### src/mmc_pkg.sv
package mmc_pkg;
    // register indices, byte address is four times the index
    localparam logic [7:0] IDX_MODE = 8'h0b;
    localparam logic [7:0] IDX_DIRECT = 8'h11;
    localparam logic [7:0] IDX_PAGE = 8'h30;
    localparam logic [7:0] IDX_DPAGE = 8'h31;
    localparam logic [7:0] IDX_STAT = 8'h32;
    // field positions
    localparam int MODE_BIT = 7;
    localparam int DPAGE_EN_BIT = 7;
    // mode select bit encodings
    localparam logic MODE_NORMAL = 1'b1;
    localparam logic MODE_SPECIAL = 1'b0;
    // page numbers
    localparam logic [3:0] PAGE_RST = 4'he;
    localparam logic [3:0] PAGE_LOW = 4'hc;
    localparam logic [3:0] PAGE_MID = 4'hd;
    localparam logic [3:0] PAGE_TOP = 4'hf;
    localparam logic [3:0] PAGE_ALIAS = 4'hf;
    // local address[15:14] region codes
    localparam logic [1:0] RGN_LOW = 2'h0;
    localparam logic [1:0] RGN_MID = 2'h1;
    localparam logic [1:0] RGN_WIN = 2'h2;
    localparam logic [1:0] RGN_TOP = 2'h3;
    // debug resource windows, local address[15:8]
    localparam logic [7:0] DBG_HI = 8'hff;
    localparam logic [7:0] DBG_ALIAS = 8'hbf;
    // arbiter starvation threshold in cycles
    localparam logic [7:0] STARVE_LIMIT = 8'h80;
    // implemented global resources
    localparam logic [18:0] REG_TOP = 19'h003ff;
    localparam logic [18:0] RAM_TOP = 19'h03fff;
    localparam logic [18:0] RAM_END = 19'h04000;
    localparam logic [18:0] DF_LOW = 19'h04400;
    localparam logic [18:0] DF_TOP = 19'h053ff;
    localparam logic [18:0] GLB_END = 19'h40000;
    // axi responses
    localparam logic [1:0] RESP_OKAY = 2'h0;
    localparam logic [1:0] RESP_SLVERR = 2'h2;
    // target bus request
    typedef struct packed {
        logic valid;
        logic write;
        logic from_dbg;
        logic dbg_cycle;
        logic dbg_sel;
        logic other_sel;
        logic unimpl;
        logic [17:0] gaddr;
    } mmc_tgt_t;
endpackage : mmc_pkg

### src/mmc_top.sv
// Functional notes
// mode pin latched into mode bit at reset
// only allowed mode changes; bad try locks
// mode writes ignored while secured
// direct page: free in special, once normal
// direct access uses base as bits 15:8
// page index maps flash into 8000-bfff
// page index resets to 0e, always rw
// fixed pages 0c, 0d, 0f for unpaged
// far call/return writes page index
// global address is page plus 14-bit offset
// debug resources only in debug cycles
// debug active shows debug at ff00, hides others
// debug also at bf00 when page is 0f
// normal mode runs application, no external bus
// special mode hands control to debug
// debug master uses same expansion scheme
// debug page used only when enabled, in commands
// software keeps vectors in unpaged top block
// cpu unimplemented access resets; debug allowed
// cpu wins, debug wins after 129 stalls
// unimplemented bits read zero, ignore writes
`timescale 1ns/1ps
module mmc_top #(
    parameter int ADDR_W = 12,
    parameter logic [18:0] RAM_SIZE = 19'h02000,
    parameter logic [18:0] FLASH_SIZE = 19'h20000
) (
    input wire logic clk,
    input wire logic rst,
    input wire logic mode_pin,
    input wire logic secured,
    input wire logic dbg_active,
    input wire logic [ADDR_W-1:0] s_axi_awaddr,
    input wire logic s_axi_awvalid,
    output logic s_axi_awready,
    input wire logic [31:0] s_axi_wdata,
    input wire logic [3:0] s_axi_wstrb,
    input wire logic s_axi_wvalid,
    output logic s_axi_wready,
    output logic [1:0] s_axi_bresp,
    output logic s_axi_bvalid,
    input wire logic s_axi_bready,
    input wire logic [ADDR_W-1:0] s_axi_araddr,
    input wire logic s_axi_arvalid,
    output logic s_axi_arready,
    output logic [31:0] s_axi_rdata,
    output logic [1:0] s_axi_rresp,
    output logic s_axi_rvalid,
    input wire logic s_axi_rready,
    input wire logic call_we,
    input wire logic [3:0] call_page,
    input wire logic cpu_req,
    input wire logic cpu_we,
    input wire logic cpu_direct,
    input wire logic cpu_fw,
    input wire logic cpu_busy,
    input wire logic [15:0] cpu_addr,
    input wire logic dbg_req,
    input wire logic dbg_we,
    input wire logic dbg_hw,
    input wire logic [15:0] dbg_addr,
    output mmc_pkg::mmc_tgt_t tgt,
    output logic cpu_stall,
    output logic dbg_stall,
    output logic illegal_reset,
    output logic [3:0] page_index_bits,
    output logic mode_select_bit,
    output logic normal_single_chip,
    output logic special_debug
);
    // register state
    logic mode_lock; // set by a refused mode change
    logic [7:0] direct_page_index; // direct page base
    logic direct_written; // first normal-mode write seen
    logic [3:0] debug_program_page_register;
    logic dpage_en; // debug page expansion enable
    logic [7:0] starve; // debug wait counter
    logic [15:0] tgt_local; // local address of last target
    // axi write holding
    logic aw_held;
    logic w_held;
    logic [ADDR_W-1:0] aw_addr;
    logic [31:0] w_data;
    logic w_lane0;
    logic next_mode;

    // write decode
    logic wr_fire;
    logic [7:0] wr_idx;
    logic wr_hit;
    logic wr_ok;
    always_comb begin
        wr_fire = aw_held && w_held && !s_axi_bvalid;
        wr_idx = aw_addr[9:2];
        wr_hit = (aw_addr[1:0] == 2'h0) &&
            (aw_addr[ADDR_W-1:10] == '0) &&
            (wr_idx == mmc_pkg::IDX_MODE ||
             wr_idx == mmc_pkg::IDX_DIRECT ||
             wr_idx == mmc_pkg::IDX_PAGE ||
             wr_idx == mmc_pkg::IDX_DPAGE ||
             wr_idx == mmc_pkg::IDX_STAT);
        wr_ok = wr_fire && wr_hit && w_lane0;
    end

    // mode select next value
    logic mode_wr;
    logic mode_new;
    logic mode_allowed;
    always_comb begin
        mode_wr = wr_ok && wr_idx == mmc_pkg::IDX_MODE;
        mode_new = w_data[mmc_pkg::MODE_BIT];
        // special may go to normal, never back
        mode_allowed = (mode_new == mode_select_bit) ||
            (mode_select_bit == mmc_pkg::MODE_SPECIAL);
        next_mode = mode_select_bit;
        if (rst) begin
            next_mode = mode_pin;
        end else if (mode_wr && !secured) begin
            if (mode_allowed && !mode_lock) begin
                next_mode = mode_new;
            end
        end
    end

    // mode bit and mode decodes
    always_ff @(posedge clk) begin
        mode_select_bit <= next_mode;
        // application mode, no external bus port
        normal_single_chip <=
            next_mode == mmc_pkg::MODE_NORMAL;
        // special mode asks debug to take the cpu
        special_debug <=
            next_mode == mmc_pkg::MODE_SPECIAL;
    end

    // lock after a refused change in normal mode
    always_ff @(posedge clk) begin
        if (rst) begin
            mode_lock <= 1'b0;
        end else if (mode_wr && !secured && !mode_allowed) begin
            mode_lock <= 1'b1;
        end
    end

    // direct page base, write once in normal mode
    always_ff @(posedge clk) begin
        if (rst) begin
            direct_page_index <= 8'h00;
            direct_written <= 1'b0;
        end else if (wr_ok && wr_idx == mmc_pkg::IDX_DIRECT) begin
            if (mode_select_bit == mmc_pkg::MODE_SPECIAL) begin
                direct_page_index <= w_data[7:0];
            end else if (!direct_written) begin
                direct_page_index <= w_data[7:0];
                direct_written <= 1'b1;
            end
        end
    end

    // page index, far call path wins over bus
    always_ff @(posedge clk) begin
        if (rst) begin
            page_index_bits <= mmc_pkg::PAGE_RST;
        end else if (call_we) begin
            page_index_bits <= call_page;
        end else if (wr_ok && wr_idx == mmc_pkg::IDX_PAGE) begin
            page_index_bits <= w_data[3:0];
        end
    end

    // debug page register and its enable
    always_ff @(posedge clk) begin
        if (rst) begin
            debug_program_page_register <= mmc_pkg::PAGE_RST;
            dpage_en <= 1'b0;
        end else if (wr_ok && wr_idx == mmc_pkg::IDX_DPAGE) begin
            debug_program_page_register <= w_data[3:0];
            dpage_en <= w_data[mmc_pkg::DPAGE_EN_BIT];
        end
    end

    // axi write channels
    always_ff @(posedge clk) begin
        if (rst) begin
            aw_held <= 1'b0;
            w_held <= 1'b0;
            aw_addr <= '0;
            w_data <= 32'h0;
            w_lane0 <= 1'b0;
            s_axi_awready <= 1'b0;
            s_axi_wready <= 1'b0;
            s_axi_bvalid <= 1'b0;
            s_axi_bresp <= mmc_pkg::RESP_OKAY;
        end else begin
            // ready a cycle after valid shows, while idle
            s_axi_awready <= !aw_held && s_axi_awvalid;
            s_axi_wready <= !w_held && s_axi_wvalid;
            if (s_axi_awvalid && s_axi_awready) begin
                aw_held <= 1'b1;
                aw_addr <= s_axi_awaddr;
                s_axi_awready <= 1'b0;
            end
            if (s_axi_wvalid && s_axi_wready) begin
                w_held <= 1'b1;
                w_data <= s_axi_wdata;
                w_lane0 <= s_axi_wstrb[0];
                s_axi_wready <= 1'b0;
            end
            if (wr_fire) begin
                s_axi_bvalid <= 1'b1;
                s_axi_bresp <= wr_hit ? mmc_pkg::RESP_OKAY
                                      : mmc_pkg::RESP_SLVERR;
            end
            if (s_axi_bvalid && s_axi_bready) begin
                s_axi_bvalid <= 1'b0;
                aw_held <= 1'b0;
                w_held <= 1'b0;
            end
        end
    end

    // read mux, unimplemented bits zero
    logic [7:0] rd_idx;
    logic rd_map;
    logic [31:0] rd_val;
    always_comb begin
        rd_idx = s_axi_araddr[9:2];
        rd_map = (s_axi_araddr[1:0] == 2'h0) &&
            (s_axi_araddr[ADDR_W-1:10] == '0);
        rd_val = 32'h0;
        unique case (rd_idx)
            mmc_pkg::IDX_MODE: begin
                rd_val[mmc_pkg::MODE_BIT] = mode_select_bit;
            end
            mmc_pkg::IDX_DIRECT: begin
                rd_val[7:0] = direct_page_index;
            end
            mmc_pkg::IDX_PAGE: begin
                rd_val[3:0] = page_index_bits;
            end
            mmc_pkg::IDX_DPAGE: begin
                rd_val[3:0] = debug_program_page_register;
                rd_val[mmc_pkg::DPAGE_EN_BIT] = dpage_en;
            end
            mmc_pkg::IDX_STAT: begin
                rd_val[3:0] = {direct_written, mode_lock,
                               dbg_active, secured};
            end
            default: begin
                rd_map = 1'b0;
            end
        endcase
    end

    // axi read channel
    always_ff @(posedge clk) begin
        if (rst) begin
            s_axi_arready <= 1'b0;
            s_axi_rvalid <= 1'b0;
            s_axi_rdata <= 32'h0;
            s_axi_rresp <= mmc_pkg::RESP_OKAY;
        end else begin
            s_axi_arready <= !s_axi_rvalid && s_axi_arvalid;
            if (s_axi_arvalid && s_axi_arready) begin
                s_axi_arready <= 1'b0;
                s_axi_rvalid <= 1'b1;
                s_axi_rdata <= rd_map ? rd_val : 32'h0;
                s_axi_rresp <= rd_map ? mmc_pkg::RESP_OKAY
                                      : mmc_pkg::RESP_SLVERR;
            end
            if (s_axi_rvalid && s_axi_rready) begin
                s_axi_rvalid <= 1'b0;
            end
        end
    end

    // local to global expansion
    function automatic logic [17:0] to_global(
        input logic [15:0] la,
        input logic [3:0] win
    );
        logic [3:0] pg;
        pg = mmc_pkg::PAGE_TOP;
        unique case (la[15:14])
            mmc_pkg::RGN_LOW: pg = mmc_pkg::PAGE_LOW;
            mmc_pkg::RGN_MID: pg = mmc_pkg::PAGE_MID;
            mmc_pkg::RGN_WIN: pg = win;
            mmc_pkg::RGN_TOP: pg = mmc_pkg::PAGE_TOP;
        endcase
        return {pg, la[13:0]};
    endfunction : to_global

    // arbitration between cpu and debug master
    logic starved;
    logic pick_dbg;
    logic pick_cpu;
    always_comb begin
        starved = starve > mmc_pkg::STARVE_LIMIT;
        pick_dbg = dbg_req &&
            (!cpu_req || (starved && !cpu_busy));
        pick_cpu = cpu_req && !pick_dbg;
    end

    // starvation counter, saturating
    always_ff @(posedge clk) begin
        if (rst || !dbg_req || pick_dbg) begin
            starve <= 8'h00;
        end else if (starve != 8'hff) begin
            starve <= starve + 8'h01;
        end
    end

    // address build for the granted master
    logic [15:0] la;
    logic [3:0] win;
    logic [17:0] ga;
    logic [18:0] ga19;
    logic dcyc;
    logic hit;
    logic impl;
    always_comb begin
        la = dbg_addr;
        if (pick_cpu) begin
            la = cpu_addr;
            if (cpu_direct) begin
                la = {direct_page_index, cpu_addr[7:0]};
            end
        end
        // debug cycles: any debug master access or firmware
        dcyc = pick_dbg || (pick_cpu && cpu_fw);
        win = page_index_bits;
        if (dpage_en && ((pick_cpu && cpu_fw) ||
                         (pick_dbg && dbg_hw))) begin
            win = debug_program_page_register;
        end
        ga = to_global(la, win);
        ga19 = {1'b0, ga};
        hit = dbg_active && (la[15:8] == mmc_pkg::DBG_HI ||
            (la[15:8] == mmc_pkg::DBG_ALIAS &&
             page_index_bits == mmc_pkg::PAGE_ALIAS));
        impl = ga19 <= mmc_pkg::REG_TOP ||
            (ga19 >= mmc_pkg::RAM_END - RAM_SIZE &&
             ga19 <= mmc_pkg::RAM_TOP) ||
            (ga19 >= mmc_pkg::DF_LOW && ga19 <= mmc_pkg::DF_TOP) ||
            ga19 >= mmc_pkg::GLB_END - FLASH_SIZE;
    end

    // target request and stall flags
    always_ff @(posedge clk) begin
        if (rst) begin
            tgt <= '0;
            tgt_local <= 16'h0000;
            cpu_stall <= 1'b0;
            dbg_stall <= 1'b0;
            illegal_reset <= 1'b0;
        end else begin
            cpu_stall <= cpu_req && !pick_cpu;
            dbg_stall <= dbg_req && !pick_dbg;
            tgt_local <= la;
            tgt.write <= pick_cpu ? cpu_we : dbg_we;
            tgt.from_dbg <= pick_dbg;
            tgt.dbg_cycle <= dcyc;
            tgt.gaddr <= ga;
            tgt.dbg_sel <= hit && dcyc;
            tgt.other_sel <= !hit && impl;
            tgt.unimpl <= !impl && !(hit && dcyc);
            // cpu outside firmware into a hole: reset
            illegal_reset <= pick_cpu && !cpu_fw &&
                !impl && !hit;
            tgt.valid <= pick_dbg || (pick_cpu &&
                (cpu_fw || impl || hit));
        end
    end
endmodule : mmc_top

### config.mk
export PLATFORM = sky130hd
export DESIGN_NAME = mmc_top
export DESIGN_NICKNAME = d
export VERILOG_FILES = /design/src/mmc_pkg.sv /design/src/mmc_top.sv
export SDC_FILE = /design/constraint.sdc
export NUM_CORES = 1
export LEC_CHECK = 0
export BUFFER_PORTS_ARGS = -buffer_cell sky130_fd_sc_hd__buf_4
export CAP_MARGIN = 40
export CORE_MARGIN = 2
export CORE_UTILIZATION = 43
export DETAILED_ROUTE_END_ITERATION = 12
export PLACE_DENSITY = 0.86
export SKIP_LAST_GASP = 1
export SYNTH_ARGS = -nofsm -noshare
export SYNTH_HDL_FRONTEND = slang
export SYNTH_SLANG_ARGS = --single-unit
### constraint.sdc
create_clock -name clk -period 2.4 [get_ports clk]
set_input_delay 0.12 -clock clk [delete_from_list [all_inputs] [get_ports clk]]
set_output_delay 0.12 -clock clk [all_outputs]
set_load 0.005 [all_outputs]
==> qor.txt, run 1 <==
Delay-heaviest family, CP: simple AND/OR/NAND/NOR gates
Outcome: finished with violations
Adder-cell share of the synthesized area: 0.560%
Initial core utilization: 43.8%
Yosys warning total: 0
Pin count of the biggest net entering global routing: 34
Routed vias: 4474
WP buf/inv: 0
First-pass GRT wire length: 20.7 mm
Critical path class: reg2reg
Input/output buffers: 137
Pins Over Slew Limit: 0
Finished Cell Area: 6350 µm²
Largest family of logic cells by synthesized area: simple AND/OR/NAND/NOR gates
Number of global-route vias before repair: 4408
Chip Height: 106 µm
Layout cells sized above 1: 31.4%
CP startpoint kind: register
Filler instances: 816
Worst-Skew Late Latency: 370 ps
Core Box Area: 10200 µm²
Row cnt: 37
Most frequent cell after synthesis: dfxtp_1
Syn Area/Cell: 8.69 µm²
Worst Hold Class: in2reg
Final nets: 818
Max Freq: 405 MHz
RSZ-0062 raised after global routing: yes
Post-Place Worst Slack: -155 ps
Synthesized flop and latch total: 95
CTS Buf Count: 9
Reg clk slew, reported paths: 90 ps
Mapped Cells: 514
Tot GR Track Use: 23.0%
Post-synthesis xor/xnor area fraction: 0.392%
DP HPWL: 9.47 mm
Post-synth top area cell: dfxtp_1
Slowest cell delay on critical path: 590 ps
Clk root buf: clkbuf_8
Seq/Total Area, Yosys: 42.6%
Drt via density: 5.31
CP arrival: 2780 ps
Maximum clock insertion buffer count: 2
Post-synthesis async set-or-reset flop share: 0%
Post-synth top cells: dfxtp_1 (95), nand2_1 (76), nor2_1 (54)
Overall power: 3.28 mW
Library cells used by synthesis: 67
Cell Area, Placed: 5670 µm²
Minimum clock period: 2470 ps
Syn Std Cell Area: 4470 µm²
Fin util: 62.3%
WP data required: 2710 ps
Top post-synthesis cells by area: dfxtp_1 (43%), mux2i_1 (6.5%), nand2_1 (6.4%)
Initial antenna violation count: 0
Global route overflow: 0
Die width: 106 µm
Multi-input gate area: 2450 µm²
Mux contribution to synthesized area: 7.26%
Maximum vdd ir drop: 0.000385 V
Prevailing post-synth register cell: dfxtp_1
Setup Skew: 13.8 ps
Kind of end point of the critical path: register
Simple-Gate Fraction of Synth Area: 24.6%
First-pass DRT Iterations: 5
CP Cell Sequence: or4_4 -> o221a_4 -> o211ai_4 -> mux2i_2 -> nand4_1 -> o31ai_4 -> nor2b_1
Failing checks: negative setup slack
Post-Route WL: 13.3 mm
Diode count: 0
Final RePlAce weighted congestion: 0.906
Fin. Hold Viols: 0
DIE AREA: 11200 µm²
Routed len/inst: 15.8 µm
IO Pins: 191
DRC: 0
Area added between synthesis and finish: 42.1%
Finish-stage setup viols: 4
CTS tree: built
Worst Slack Setup Final: -72.1 ps
Clk sinks: 95
Worst-path maximum fanout: 5
P_leak: 2.75 nW
Synth Area in Compound Gates: 17.3%
Slowest CP cell: or4_4
Post-synth EDFFs: 0
Detailed Route Iter0 Violations: 239
H-Tree Depth: 3
Area share of the largest cell type after synthesis: 42.6%
Final Cycle Share: 103%
Routed Antenna Nets: 0
Max-cap viol count: 0
Register area: 1900 µm²
P per Cell Area: 517 nW/µm²
## registers in the layout, indices dropped and copies added, names as in the netlist, 4 cells and up
signal and cells:
aw_addr 12, s_axi_rdata 8, tgt 25, starve 8, page_index_bits 4, direct_page_index 8, w_data 8, debug_program_page_register 4
## cells by family after synthesis
group | after synthesis
flops | 95
buf+inv | 58
xor+xnor | 2
simple gates | 222
mux | 32
other cells | 1
fa+ha+maj | 2
compound gates | 102
## layout by cell type, fill, tap and decap left out, types with 4 or more instances in the layout
cell type / count
a211oi_1: 6
a21oi_1: 46
a221o_1: 4
a22oi_1: 7
buf_4: 167
clkbuf_8: 10
conb_1: 26
dfxtp_1: 93
dlygate4sd3_1: 31
inv_1: 9
mux2i_1: 26
nand2_1: 75
nand2b_1: 7
nand3_1: 14
nor2_1: 54
nor2b_1: 8
nor3_1: 16
nor3b_1: 5
nor4_1: 4
nor4b_1: 5
o21ai_0: 5
## power by group
part	internal (mW)	switching, mW
Sequential	1.63	0.0364
Combinational	0.270	0.222
Clock	0.527	0.599
Total	2.42	0.858
## repair_timing
| action | CTS | global route |
|---|---|---|
| setup buffers | 5 | 1 |
| gates resized for setup | 7 | 19 |
| setup endpoints to repair | 21 | 26 |
| hold endpoints to repair | 27 | 0 |
| pin swaps | 5 | 11 |
| hold buffers | 31 | 0 |
## layer usage
metal  wire, µm  up-vias  GRT usage, %  share of wire (%)
met5          0        -             0                  0
met2       6990      179          43.1                 52
met4        204        0          9.12                1.5
met1       5330     2120          25.5                 40
met3        797       21          4.35                6.0
li1           -     2154             -                  -
## layout make-up
cell class	instances	share of cell area [%]
Inverter	10	0.591
Multi-Input combinational cell	386	38.6
Sequential cell	95	30.0
Clock buffer	10	2.17
Clock inverter	6	1.18
Timing Repair Buffer	199	24.8
Tap cell	136	2.68
## path summary, 6_finish.rpt
check / startpoint / to / cells past startpoint / slack, ps
hold / removal: call_we / page_index_bits[3] / 2 / 2
setup / recovery: starve[5] / tgt[19] / 7 / -70
setup reg to reg: starve[5] / tgt[19] / 7 / -70
hold reg to reg: aw_addr[0] / aw_addr[0] / 2 / 460
## metrics by stage
| step | TNS, ps | hold WS, ps | cells |
|---|---|---|---|
| 2_1_floorplan | 0 | 191 | 539 |
| 3_3_place_gp | -311 | 322 | 789 |
| 3_5_place_dp | -1360 | 323 | 789 |
| 4_1_cts | -131 | 0.998 | 841 |
| 5_1_grt | -994 | 4.65 | 842 |
| 6_report | -189 | 2.33 | 842 |
(Power assumes the default switching activity.)
==> inputs of run 2 (changes only) <==
--- a/config.mk
+++ b/config.mk
@@ -8,9 +8,11 @@
 export BUFFER_PORTS_ARGS = -buffer_cell sky130_fd_sc_hd__buf_4
 export CAP_MARGIN = 40
 export CORE_MARGIN = 2
-export CORE_UTILIZATION = 43
+export CORE_UTILIZATION = 45
+export CTS_BUF_LIST = sky130_fd_sc_hd__clkbuf_4 sky130_fd_sc_hd__clkbuf_8
 export DETAILED_ROUTE_END_ITERATION = 12
-export PLACE_DENSITY = 0.86
+export PLACE_DENSITY = 0.89
+export SKIP_CTS_REPAIR_TIMING = 1
 export SKIP_LAST_GASP = 1
 export SYNTH_ARGS = -nofsm -noshare
 export SYNTH_HDL_FRONTEND = slang
==> qor.txt, run 2 (same netlist as run 1, synthesis figures left out) <==
First-pass DRT Iterations: 5
Post-Place Worst Slack: -214 ps
R2r worst-path depth: 8
Final RePlAce weighted congestion: 0.892
Routed Antenna Nets: 0
Final Non-Filler Cells: 813
Max-cap viol count: 0
Worst Hold Class: in2reg
Initial core utilization: 46.1%
Routed vias: 4356
Biggest register: tgt
DRC: 0
Clk sinks: 95
Minimum clock period: 2460 ps
DP HPWL: 9.45 mm
P_leak: 2.65 nW
Worst Slack Setup Final: -58.8 ps
Failing checks: negative hold slack, negative setup slack
Multi-input gate area: 2410 µm²
Gate power share: 13.2%
Switch Pwr: 846 µW
Final Cycle Share: 102%
Diode count: 0
Maximum clock insertion buffer count: 2
Area added between synthesis and finish: 36.6%
Global route overflow: 0
Filler instances: 808
Die width: 104 µm
P_int: 2.57 mW
CP startpoint kind: register
Final nets: 792
Input/output buffers: 137
Number of global-route vias before repair: 4111
Switch share: 24.7%
Top Registers: tgt x25, aw_addr x12
Placed insts: 785
Fin. Hold Viols: 6
IO Pins: 191
Register area: 1900 µm²
Worst-Margin Slew: 586 ps
Slowest CP cell: or4_4
Kind of end point of the critical path: register
Critical path class: reg2reg
Initial antenna violation count: 0
Drt via density: 5.36
Commonest cells after routing, fill and taps aside: buf_4 (162), dfxtp_1 (93), nand2_1 (76)
Finish-stage setup viols: 4
Pins Over Slew Limit: 0
Chip Height: 104 µm
Number of cells on the critical path: 8
Setup Skew: 14.0 ps
Detailed Route Iter0 Violations: 224
Tot GR Track Use: 22.7%
Layout cells sized above 1: 31.5%
WP data required: 2710 ps
Post-Route WL: 12.7 mm
Reg clk slew, reported paths: 100 ps
Worst-path maximum fanout: 17
Row cnt: 36
Commonest non-fill, non-tap cell in the layout: buf_4
CTS tree: built
Outcome: finished with violations
WP buf/inv: 1
First-pass GRT wire length: 19.8 mm
Clk network pwr share: 38.2%
Worst hold path depth: 3
CP arrival: 2770 ps
CTS Buf Count: 9
Pin count of the biggest net entering global routing: 60
H-Tree Depth: 3
Slowest cell delay on critical path: 590 ps
Clk root buf: clkbuf_8
Maximum vdd ir drop: 0.000298 V
Max FFs per register: 25
CP Cell Sequence: or4_4 -> o211a_4 -> nor2_4 -> buf_6 -> and3_1 -> a2111oi_4 -> o31ai_4 -> nor2b_1
Worst-Skew Late Latency: 370 ps
Final hold slack: -11.5 ps
RSZ-0062 raised after global routing: yes
Routed len/inst: 15.6 µm
Normalized max-slew margin: 60.9%
P per Cell Area: 561 nW/µm²
Core Box Area: 9680 µm²
Seq pwr share: 48.6%
DIE AREA: 10700 µm²
Max Freq: 407 MHz
Delay-heaviest family, CP: simple AND/OR/NAND/NOR gates
==> run 2: cell count changes in the layout (fill, tap and decap cells not counted), moves of 2 or more <==
cell	change
and3_4	-2
bufinv_16	+2
buf_4	-5
dlygate4sd3_1	-21
==> run 2: cell type report <==
type | count | area share (%)
multi-input combinational | 386 | 39.6
sequential | 95 | 31.2
timing repair buffer | 173 | 21.8
tap | 133 | 2.73
clock inverter | 7 | 2.07
clock buffer | 9 | 2.03
inverter | 10 | 0.615
==> run 2: final timing paths <==
kind	slack [ps]	start	to
max	-60	starve[4]	tgt[19]
min	-10	s_axi_awaddr[10]	aw_addr[10]
max reg2reg	-60	starve[4]	tgt[19]
min reg2reg	460	aw_addr[0]	aw_addr[0]
==> run 2: stage by stage <==
step           total power [mW]  TNS, ps  area (µm²)  hold slack, ps  utilization (%)
2_1_floorplan              1.91        0        4570             191                -
3_3_place_gp               2.11     -351        5660             322             58.4
3_5_place_dp               2.12    -1290        5660             322             58.4
4_1_cts                    3.42    -2240        5910           -81.3             61.0
5_1_grt                    3.55     -667        6100          0.0236             63.0
6_report                   3.42     -145        6100           -11.5             63.0
==> run 2: worst register-to-register path, cell delays in order (launching register included) <==
cell and delay, ps:
dfxtp_2 330, or4_4 590, o211a_4 310, nor2_4 190, buf_6 190, and3_1 240, a2111oi_4 90, o31ai_4 310
nor2b_1 170
==> run 2: per-layer routing <==
layer	wire length, µm	track usage, %	part of all wire [%]
met1	5230	26.5	41
met2	6390	40.4	50
met4	285	8.11	2.2
met3	765	5.54	6.0
met5	0	0	0
==> run 2: power groups by stage <==
stage | combinational (mW) | sequential (mW) | clock (mW)
finish | 0.450 | 1.66 | 1.31
global route | 0.486 | 1.67 | 1.40
CTS | 0.425 | 1.66 | 1.33
detailed placement | 0.423 | 1.70 | 0
global placement | 0.410 | 1.70 | 0
floorplan | 0.213 | 1.69 | 0
